**src/inc/uotg_params.svh**
```systemverilog
// Overview of operation
// - Low-speed bit selects low or full speed
// - Low-speed bit exists only in host mode
// - Seven-bit device number, read and write
// - Token kinds: SETUP 1101, IN 1001, OUT 0001
// - Threshold is ten plus largest packet bytes
// - Eye-test bit starts the eye pattern
// - Monitor bit gives active-low drive enable
// - Drive monitor only while transceiver bypassed
// - Idle-halt bit stops the block in idle
// - Ping-pong field selects even/odd buffering
// - Pull-up bit switches the bus power pull-up
// - Select bit picks serial or dedicated control
// - Boost builder off, digital output control on
// - Comparator off, digital status input on
// - Transceiver off, external transceiver interface on
// - Upper byte reads zero, ignores writes
// - Power enable turns on tokens, frames, eye test and drive monitor
// - Frame marker every millisecond in host mode
`ifndef UOTG_PARAMS_SVH
`define UOTG_PARAMS_SVH

// ---------------------------------------------------------------
// Register byte offsets
// ---------------------------------------------------------------
`define UOTG_OFS_ADDR   8'h00
`define UOTG_OFS_TOKEN  8'h04
`define UOTG_OFS_THRESH 8'h08
`define UOTG_OFS_CFG1   8'h0c
`define UOTG_OFS_CFG2   8'h10
`define UOTG_OFS_POWER  8'h14
`define UOTG_OFS_STATUS 8'h18

// ---------------------------------------------------------------
// Field positions and reset values
// ---------------------------------------------------------------
`define UOTG_BIT_LOW_SPEED  7
`define UOTG_BIT_EYE        7
`define UOTG_BIT_MONITOR    6
`define UOTG_BIT_IDLE_HALT  4
`define UOTG_BIT_PULLUP     4
`define UOTG_BIT_EXT_SERIAL 3
`define UOTG_BIT_BOOST_DIS  2
`define UOTG_BIT_CMP_DIS    1
`define UOTG_BIT_XCVR_DIS   0
`define UOTG_BIT_POWER      0
`define UOTG_BIT_HOST       1
`define UOTG_BIT_FRAME_EN   2
`define UOTG_CFG1_MASK      8'hd3
`define UOTG_CFG2_MASK      8'h1f
`define UOTG_POWER_MASK     8'h07
`define UOTG_RESET_BYTE     8'h00
`define UOTG_THRESH_OVERHEAD 10

// ---------------------------------------------------------------
// Timing
// ---------------------------------------------------------------
`define UOTG_CLK_MHZ      100
`define UOTG_FRAME_US     1000
`define UOTG_FRAME_CYCLES (`UOTG_FRAME_US * `UOTG_CLK_MHZ)
`define UOTG_FS_BYTE_NS   667
`define UOTG_LS_BYTE_NS   5333
`define UOTG_FS_BYTE_CYC  ((`UOTG_FS_BYTE_NS * `UOTG_CLK_MHZ) / 1000)
`define UOTG_LS_BYTE_CYC  ((`UOTG_LS_BYTE_NS * `UOTG_CLK_MHZ) / 1000)

`endif

```
**src/inc/uotg_pkg.sv**
```systemverilog
`default_nettype none
package uotg_pkg;
  // Token launch sequencer, one bit per step except BUSY to IDLE
  typedef enum logic [1:0] {
    UOTG_IDLE = 2'b00,
    UOTG_WAIT = 2'b01,
    UOTG_BUSY = 2'b11
  } uotg_tok_state_type;

  // Token kinds
  typedef enum logic [3:0] {
    UOTG_TOK_OUT   = 4'h1,
    UOTG_TOK_IN    = 4'h9,
    UOTG_TOK_SETUP = 4'hd
  } uotg_tok_kind_type;
endpackage : uotg_pkg
`default_nettype wire

```
**src/hw/uotg_cfg.sv**
```systemverilog
`timescale 1ns/1ps
`default_nettype none
`include "uotg_params.svh"
module uotg_cfg
  import uotg_pkg::*;
#(
  parameter int FRAME_CYCLES = `UOTG_FRAME_CYCLES
)(
  // Clock and reset
  input  wire logic        mclk,
  input  wire logic        rstn,
  // Wishbone slave
  input  wire logic        wb_cyc_i,
  input  wire logic        wb_stb_i,
  input  wire logic        wb_we_i,
  input  wire logic [7:0]  wb_adr_i,
  input  wire logic [3:0]  wb_sel_i,
  input  wire logic [31:0] wb_dat_i,
  output logic      [31:0] wb_dat_o,
  output logic             wb_ack_o,
  // Serial engine side
  input  wire logic        line_drive,
  input  wire logic        token_done,
  input  wire logic        sys_idle,
  output logic             token_start,
  output logic      [3:0]  token_kind,
  output logic      [3:0]  target_endpoint,
  output logic      [6:0]  token_device,
  output logic             frame_marker,
  output logic             low_speed_mode,
  output logic             module_run,
  // Configuration outputs
  output logic             eye_test_enable,
  output logic             drive_oe_n,
  output logic      [15:0] pp_out_mask,
  output logic      [15:0] pp_in_mask,
  output logic             bus_power_pullup_enable,
  output logic             external_serial_ctrl_select,
  output logic             boost_builder_enable,
  output logic             digital_vbus_ctrl_enable,
  output logic             bus_comparator_enable,
  output logic             digital_vbus_status_enable,
  output logic             transceiver_enable,
  output logic             external_xcvr_enable
);

  // ---------------------------------------------------------------
  // Reset release
  // ---------------------------------------------------------------
  logic       rst_meta_q;
  logic       rst_n_q;
  // Release is synchronised so no flop leaves reset a cycle apart
  always_ff @(posedge mclk or negedge rstn)
  begin
    if (!rstn)
    begin
      rst_meta_q <= 1'b0;
      rst_n_q    <= 1'b0;
    end
    else
    begin
      rst_meta_q <= 1'b1;
      rst_n_q    <= rst_meta_q;
    end
  end

  // ---------------------------------------------------------------
  // Ping-pong decode
  // ---------------------------------------------------------------
  function automatic logic uotg_pp_on(input logic [1:0] cfg, input int endp, input logic is_out);
    unique case (cfg)
      2'b11:   uotg_pp_on = (endp != 0);
      2'b10:   uotg_pp_on = 1'b1;
      2'b01:   uotg_pp_on = (endp == 0) && is_out;
      2'b00:   uotg_pp_on = 1'b0;
    endcase
  endfunction : uotg_pp_on

  // ---------------------------------------------------------------
  // Register bus
  // ---------------------------------------------------------------
  logic [7:0] addr_q;
  logic [7:0] token_q;
  logic [7:0] thresh_q;
  logic [7:0] cfg1_q;
  logic [7:0] cfg2_q;
  logic [7:0] power_q;
  logic       ack_q;
  logic [31:0] rdat_q;
  logic       req;
  logic       wr_en;
  logic [7:0] wbyte;
  logic [7:0] status;
  logic       host_mode;
  logic       tok_write;
  uotg_tok_state_type state_q;
  logic       window_ok;

  assign req       = wb_cyc_i && wb_stb_i;
  // Write commits at the acknowledging edge, only on lane 0
  assign wr_en     = req && wb_we_i && ack_q && wb_sel_i[0];
  assign wbyte     = wb_dat_i[7:0];
  assign host_mode = power_q[`UOTG_BIT_HOST];
  assign tok_write = wr_en && (wb_adr_i == `UOTG_OFS_TOKEN);
  assign wb_ack_o  = ack_q;
  assign wb_dat_o  = rdat_q;
  assign status    = {4'h0, module_run, window_ok, state_q == UOTG_WAIT, state_q == UOTG_BUSY};

  // One-cycle ack, dropped in the cycle after it is given
  always_ff @(posedge mclk or negedge rst_n_q)
  begin
    if (!rst_n_q)
      ack_q <= 1'b0;
    else
      ack_q <= req && !ack_q;
  end

  // Read mux; unmapped offsets answer zero
  always_ff @(posedge mclk or negedge rst_n_q)
  begin
    if (!rst_n_q)
      rdat_q <= 32'h0000_0000;
    else if (req && !ack_q)
    begin
      unique case (wb_adr_i)
        `UOTG_OFS_ADDR:   rdat_q <= {24'h0, addr_q[7] && host_mode, addr_q[6:0]};
        `UOTG_OFS_TOKEN:  rdat_q <= {24'h0, token_q};
        `UOTG_OFS_THRESH: rdat_q <= {24'h0, thresh_q};
        `UOTG_OFS_CFG1:   rdat_q <= {24'h0, cfg1_q};
        `UOTG_OFS_CFG2:   rdat_q <= {24'h0, cfg2_q};
        `UOTG_OFS_POWER:  rdat_q <= {24'h0, power_q};
        `UOTG_OFS_STATUS: rdat_q <= {24'h0, status};
        default:          rdat_q <= 32'h0000_0000;
      endcase
    end
  end

  // Device number; low-speed bit only kept in host mode
  always_ff @(posedge mclk or negedge rst_n_q)
  begin
    if (!rst_n_q)
      addr_q <= `UOTG_RESET_BYTE;
    else if (wr_en && wb_adr_i == `UOTG_OFS_ADDR)
      addr_q <= {wbyte[7] && host_mode, wbyte[6:0]};
  end

  // Token, threshold and configuration storage
  always_ff @(posedge mclk or negedge rst_n_q)
  begin
    if (!rst_n_q)
    begin
      token_q  <= `UOTG_RESET_BYTE;
      thresh_q <= `UOTG_RESET_BYTE;
      cfg1_q   <= `UOTG_RESET_BYTE;
      cfg2_q   <= `UOTG_RESET_BYTE;
      power_q  <= `UOTG_RESET_BYTE;
    end
    else if (wr_en)
    begin
      unique case (wb_adr_i)
        `UOTG_OFS_TOKEN:  token_q  <= wbyte;
        `UOTG_OFS_THRESH: thresh_q <= wbyte;
        `UOTG_OFS_CFG1:   cfg1_q   <= wbyte & `UOTG_CFG1_MASK;
        `UOTG_OFS_CFG2:   cfg2_q   <= wbyte & `UOTG_CFG2_MASK;
        `UOTG_OFS_POWER:  power_q  <= wbyte & `UOTG_POWER_MASK;
        default:          ;
      endcase
    end
  end

  // ---------------------------------------------------------------
  // Run control
  // ---------------------------------------------------------------
  // Power gates tokens, frames, eye test and drive monitor; idle halts only when asked
  assign module_run = power_q[`UOTG_BIT_POWER] &&
                      !(cfg1_q[`UOTG_BIT_IDLE_HALT] && sys_idle);
  assign low_speed_mode = addr_q[`UOTG_BIT_LOW_SPEED] && host_mode;

  // ---------------------------------------------------------------
  // Frame timer and token window
  // ---------------------------------------------------------------
  logic [16:0] frame_cnt_q;
  logic [17:0] thr_cycles;   // Full low-speed threshold overflows 17 bits
  logic [16:0] byte_cyc;
  logic        frame_on;
  logic        frame_q;

  assign frame_on   = module_run && host_mode && power_q[`UOTG_BIT_FRAME_EN];
  assign byte_cyc   = low_speed_mode ? 17'(`UOTG_LS_BYTE_CYC) : 17'(`UOTG_FS_BYTE_CYC);
  // Threshold already counts the ten-byte overhead, scaled to cycles
  assign thr_cycles = {10'h000, thresh_q} * {1'b0, byte_cyc};
  // No new token may start inside the last threshold before a marker
  assign window_ok  = !frame_on || ({1'b0, frame_cnt_q} > thr_cycles);
  assign frame_marker = frame_q;

  // Down counter; marker pulse when it wraps
  always_ff @(posedge mclk or negedge rst_n_q)
  begin
    if (!rst_n_q)
    begin
      frame_cnt_q <= 17'h0_0000;
      frame_q     <= 1'b0;
    end
    else if (!frame_on)
    begin
      frame_cnt_q <= 17'(FRAME_CYCLES - 1);
      frame_q     <= 1'b0;
    end
    else
    begin
      frame_q     <= (frame_cnt_q == 17'h0_0000);
      frame_cnt_q <= (frame_cnt_q == 17'h0_0000) ? 17'(FRAME_CYCLES - 1) : frame_cnt_q - 17'h0_0001;
    end
  end

  // ---------------------------------------------------------------
  // Token launch
  // ---------------------------------------------------------------
  logic       start_q;
  logic [3:0] kind_q;
  logic [3:0] endp_q;
  logic [6:0] dev_q;

  assign token_start     = start_q;
  assign token_kind      = kind_q;
  assign target_endpoint = endp_q;
  assign token_device    = dev_q;

  // Writes while a token is pending or busy do not relaunch
  always_ff @(posedge mclk or negedge rst_n_q)
  begin
    if (!rst_n_q)
      state_q <= UOTG_IDLE;
    else
    begin
      unique case (state_q)
        UOTG_IDLE: if (tok_write && host_mode && module_run) state_q <= UOTG_WAIT;
        UOTG_WAIT: if (!module_run) state_q <= UOTG_IDLE;
                   else if (window_ok) state_q <= UOTG_BUSY;
        UOTG_BUSY: if (token_done || !module_run) state_q <= UOTG_IDLE;
        default:   state_q <= UOTG_IDLE;
      endcase
    end
  end

  // Launch pulse carries the kind, endpoint and device number
  always_ff @(posedge mclk or negedge rst_n_q)
  begin
    if (!rst_n_q)
    begin
      start_q <= 1'b0;
      kind_q  <= 4'h0;
      endp_q  <= 4'h0;
      dev_q   <= 7'h00;
    end
    else
    begin
      start_q <= (state_q == UOTG_WAIT) && module_run && window_ok;
      if ((state_q == UOTG_WAIT) && module_run && window_ok)
      begin
        kind_q <= token_q[7:4];
        endp_q <= token_q[3:0];
        dev_q  <= addr_q[6:0];
      end
    end
  end

  // ---------------------------------------------------------------
  // Configuration outputs
  // ---------------------------------------------------------------
  // Drive monitor only reaches the pin with the transceiver bypassed
  assign drive_oe_n = !(cfg1_q[`UOTG_BIT_MONITOR] && cfg2_q[`UOTG_BIT_XCVR_DIS] &&
                        module_run && line_drive);
  assign eye_test_enable             = cfg1_q[`UOTG_BIT_EYE] && module_run;
  assign bus_power_pullup_enable     = cfg2_q[`UOTG_BIT_PULLUP];
  assign external_serial_ctrl_select = cfg2_q[`UOTG_BIT_EXT_SERIAL];
  assign boost_builder_enable        = !cfg2_q[`UOTG_BIT_BOOST_DIS];
  assign digital_vbus_ctrl_enable    = cfg2_q[`UOTG_BIT_BOOST_DIS];
  assign bus_comparator_enable       = !cfg2_q[`UOTG_BIT_CMP_DIS];
  assign digital_vbus_status_enable  = cfg2_q[`UOTG_BIT_CMP_DIS];
  assign transceiver_enable          = !cfg2_q[`UOTG_BIT_XCVR_DIS];
  assign external_xcvr_enable        = cfg2_q[`UOTG_BIT_XCVR_DIS];

  // Per-endpoint even/odd buffering masks
  genvar gi;
  generate
    for (gi = 0; gi < 16; gi++)
    begin : g_pp
      assign pp_out_mask[gi] = uotg_pp_on(cfg1_q[1:0], gi, 1'b1);
      assign pp_in_mask[gi]  = uotg_pp_on(cfg1_q[1:0], gi, 1'b0);
    end
  endgenerate
endmodule : uotg_cfg
`default_nettype wire

```
**config.mk**
```make
export PLATFORM = sky130hd
export DESIGN_NAME = uotg_cfg
export DESIGN_NICKNAME = d
export VERILOG_FILES = /design/src/inc/uotg_pkg.sv /design/src/hw/uotg_cfg.sv
export VERILOG_INCLUDE_DIRS = /design/src /design/src/inc
export SDC_FILE = /design/constraint.sdc
export NUM_CORES = 1
export LEC_CHECK = 0
export BUFFER_PORTS_ARGS = -buffer_cell sky130_fd_sc_hd__buf_2
export CAP_MARGIN = 20
export CORE_UTILIZATION = 30
export DETAILED_ROUTE_END_ITERATION = 10
export PLACE_DENSITY = 0.5
export SYNTH_ARGS = -nofsm -noshare
export SYNTH_HDL_FRONTEND = slang
export SYNTH_SLANG_ARGS = --single-unit
```
**constraint.sdc**
```tcl
create_clock -name mclk -period 4.7 [get_ports mclk]
set_clock_uncertainty 0.05 [all_clocks]
set_input_delay 0.94 -clock mclk [delete_from_list [all_inputs] [get_ports mclk]]
set_output_delay 0.94 -clock mclk [all_outputs]
set_load 0.02 [all_outputs]
```
==> results_tabular.tex <==
\begin{tabular}{lr}
\hline
Metric & Value \\
\hline
\multicolumn{2}{l}{\textbf{Power}} \\
Leakage Power & 4.126 nW \\
Pwr/cell area & 192.8 nW/µm² \\
Total power & 1.547 mW \\
Highest ir drop seen on vdd & 170.5 µV \\
\multicolumn{2}{l}{\textbf{Placement}} \\
Number of placed instances, taps included & 1,081 \\
Post-DP Area & between 7000 and 8000 µm² \\
RD Place Congestion & 0.8374 \\
Placed wire-length estimate after detailed placement & 13.22 mm \\
Number of port buffers & 94 \\
Worst setup slack before clock tree synthesis & -1153 ps \\
\multicolumn{2}{l}{\textbf{Worst setup path}} \\
FF-to-FF setup slack & -970 ps \\
CP endpoint kind & register \\
Reg2reg path depth & 27 \\
Critical path arrival & 5860 ps \\
Endpoint of the worst register-to-register path & wb\_dat\_o[2] \\
Sort of element at the start of the critical path & register \\
Critical register-to-register path startpoint & power\_q[1] \\
Classification of the worst setup path & register to register \\
Data required time at the worst endpoint & a little under 5000 ps \\
Maximum fanout along the worst path & 6 \\
\multicolumn{2}{l}{\textbf{Floorplan}} \\
Floorplan die width & 149.6 µm \\
Die H & 149.6 µm \\
Initial Util & between 30\% and 40\% \\
Core ar. & 21,220 µm² \\
Standard-cell row count & 53 \\
Floorplan die area & 22,380 µm² \\
Number of placed I/O pins & about 150 \\
\multicolumn{2}{l}{\textbf{Synthesis}} \\
Proportion of register bits with asynchronous set or reset after synthesis & 100.0\% \\
Post-synthesis area per instance & 9.473 µm² \\
Cell types occupying the most area after synthesis & dfrtp\_1 32\%, ha\_1 12\%, buf\_4 6.1\% \\
Synthesized cell area & 6536 µm² \\
Syn Inst Count & 690 \\
Share of synthesized area occupied by flip-flops and latches & between 30\% and 40\% \\
Count of unique library cells instantiated by Yosys & 63 \\
Biggest area consumer among synthesized cells & dfrtp\_1 \\
Fraction of post-synthesis cell area in the top cell type by area & around a third \\
Count of state elements after synthesis & 84 \\
Yosys synthesis warning count & 0 \\
Number of enable flip-flop cells after synthesis & 0 \\
Most common cell in the netlist & dfrtp\_1 \\
Top\_reg\_cell synth & dfrtp\_1 \\
Top cells by count, synth & 84 x dfrtp\_1, 66 x nand2\_1, 64 x ha\_1 \\
\multicolumn{2}{l}{\textbf{STA}} \\
Number of max-slew violations in the final report & 0 \\
Final-layout worst hold slack & 304.0 ps \\
Slew margin rel. & 46.44\% \\
Highest clock frequency the design can meet & 176.3 MHz \\
Final setup vio count & 18 \\
Time the final worst path needs with I/O delays and setup & 5671 ps \\
Final total negative setup slack & -16,620 ps \\
Setup repair after global routing missed its margin & true \\
Count of endpoints failing hold in the final timing report & 0 \\
Period utilisation layout & 120.7\% \\
Final Worst Setup Slack & -971.2 ps \\
Pin slew with the least headroom to its limit & 801.8 ps \\
\multicolumn{2}{l}{\textbf{Clock network}} \\
Number of buffers added to fix hold violations after cts & 0 \\
CTS tree & done \\
CTS Buf Count & 9 \\
Clock root buffer & clkbuf\_16 \\
Latest clock arrival within the worst-skew pair & between 300 and 400 ps \\
Number of clock sinks & 84 \\
CTS clock-pin slew for the worst setup and hold paths & 70 ps \\
Clock tree buffer depth & 2 \\
CTS HTree Levels & 3 \\
\multicolumn{2}{l}{\textbf{GRT}} \\
Sum of overflow across all layers after global routing & 0 \\
Overall global routing resource usage & 15.91\% \\
Pin count of the biggest net entering global routing & 50 \\
Vias in the first global route & 5,049 \\
Wire length of the first global-routing pass & 27.39 mm \\
Antenna violations before repair & 0 \\
\multicolumn{2}{l}{\textbf{Final layout}} \\
Share of cells above drive strength 1 & 29.58\% \\
Final-stage net count & about 950 \\
Non-filler instance count after layout & 1,100 \\
Layout-stage area growth over the synthesis result & 22.72\% \\
Post-route cell area & 8021 µm² \\
Post-layout util & 37.80\% \\
Antenna cells & 0 \\
\multicolumn{2}{l}{\textbf{Drt}} \\
Antenna Nets Post-Route & 0 \\
Detailed-route wire length on metal 1 & 8.159 mm \\
Met3 Routed Length & around 490 µm \\
Post-DR wirelength/cell & 15.52 µm \\
Met2 routed WL & 8.255 mm \\
Via-per-instance ratio & around 4.8 \\
Iteration-0 DRC Markers & 237 \\
Total via count in the routed design & 5,288 \\
DR DRC count & 0 \\
Total routed wirelength & roughly 17 mm \\
Top routing layer in use & met4 \\
TritonRoute pass-1 iters & 4 \\
\multicolumn{2}{l}{\textbf{Run status}} \\
Result of the run & complete, but fails checks \\
Violations in the final reports & negative setup slack \\
\multicolumn{2}{l}{\textbf{Hold path}} \\
Endpoint of the worst hold-timing path & rst\_n\_q \\
Min-Delay Path Class & register to register \\
Worst min-delay path startpoint & rst\_meta\_q \\
Number of cells on the worst hold path & 0 \\
\multicolumn{2}{l}{\textbf{Run}} \\
MaxCap Viol Count & 0 \\
\hline
\end{tabular}
-- report_power, final --
part | switching [mW] | leakage (nW) | internal (mW) | total, mW
Clock | 0.321 | 0.139 | 0.383 | 0.704
Sequential | 0.00949 | 1.09 | 0.725 | 0.734
Combinational | 0.0718 | 2.90 | 0.0370 | 0.109
Total | 0.402 | 4.13 | 1.14 | 1.55
-- final cells by class --
cell class                 count  area [µm²]
clock buffer                  10       239.0
sequential                    84        2108
inverter                      48       187.7
multi-input combinational    512        4068
fill                        2197       13200
tap                          275       344.1
timing repair buffer         165        1020
clock inverter                 6       55.05
-- how the worst max path moves through the flow --
stage / slack [ps] / from / depth (start not counted) / endpoint
5_1_grt: -1260 / power_q[1] / 27 / wb_dat_o[2]
2_1_floorplan: -860 / power_q[1] / 25 / state_q[1]
3_5_place_dp: -1150 / power_q[1] / 28 / token_device[0]
3_3_place_gp: -1040 / power_q[1] / 28 / token_device[4]
6_report: -970 / power_q[1] / 27 / wb_dat_o[2]
4_1_cts: -1000 / power_q[1] / 27 / wb_dat_o[2]
-- metal layers --
layer | up-vias | track usage (%)
met4 | 0 | 3.929
met3 | 7 | 2.896
met1 | 2562 | 21.63
met2 | 91 | 25.88
met5 | - | 0
li1 | 2628 | -
-- cell families (layout without fill, tap and decap cells) --
| logic type | after synthesis | in the layout | synth area share [%] |
|---|---|---|---|
| compound gates | 115 | 115 | 12.96 |
| xor+xnor | 21 | 21 | 2.814 |
| fa+ha+maj | 80 | 80 | 17.15 |
| buf+inv | 126 | 229 | 10.39 |
| flops | 84 | 84 | 32.16 |
| mux | 44 | 44 | 7.351 |
| other cells | 2 | 34 | 0.1149 |
| simple gates | 218 | 218 | 17.06 |
-- state kept, by name (all words and copies together) (netlist names) --
signal	count
rst_n_q	1
state_q	2
frame_cnt_q	17
token_start	1
token_device	7
target_endpoint	4
wb_ack_o	1
rst_meta_q	1
wb_dat_o	8
token_kind	4
power_q	3
frame_marker	1
token_q	8
addr_q	8
cfg1_q	5
cfg2_q	5
thresh_q	8
-- placed cells by master (no fill, tap or decap), types with 14 or more instances in the layout --
master / instances
inv_1: 45
buf_2: 94
nand3_1: 33
buf_4: 69
a22o_1: 22
mux2_2: 15
a31oi_1: 19
dfrtp_1: 81
fa_1: 15
nand2_1: 62
xnor2_1: 14
ha_1: 57
or3_1: 15
conb_1: 34
mux2_1: 17
nor2_1: 26
-- critical path, stage by stage, from the launching register on --
cell and delay [ps]:
dfrtp_2 470, nand2_8 120, inv_8 40, nand2_4 60, nand2_2 50, ha_1 270
inv_1 40, fa_1 480, inv_1 50, fa_1 470, inv_1 50, fa_1 490
inv_2 50, ha_4 270, and3_1 160, a221oi_2 70, a211oi_1 450, o21ai_1 110
nand2b_1 110, xnor2_1 140, ha_1 320, a2111oi_4 310, o211ai_1 130, o211ai_1 220
buf_4 200, o31ai_2 70, buf_4 150, a22o_1 170
-- repair_timing --
item	CTS	global route
resized for setup	12	7
setup buffers	2	0
pin swaps	17	1
endpoints found under the setup margin	18	18
No activity file was read; power rests on OpenSTA's default activity.
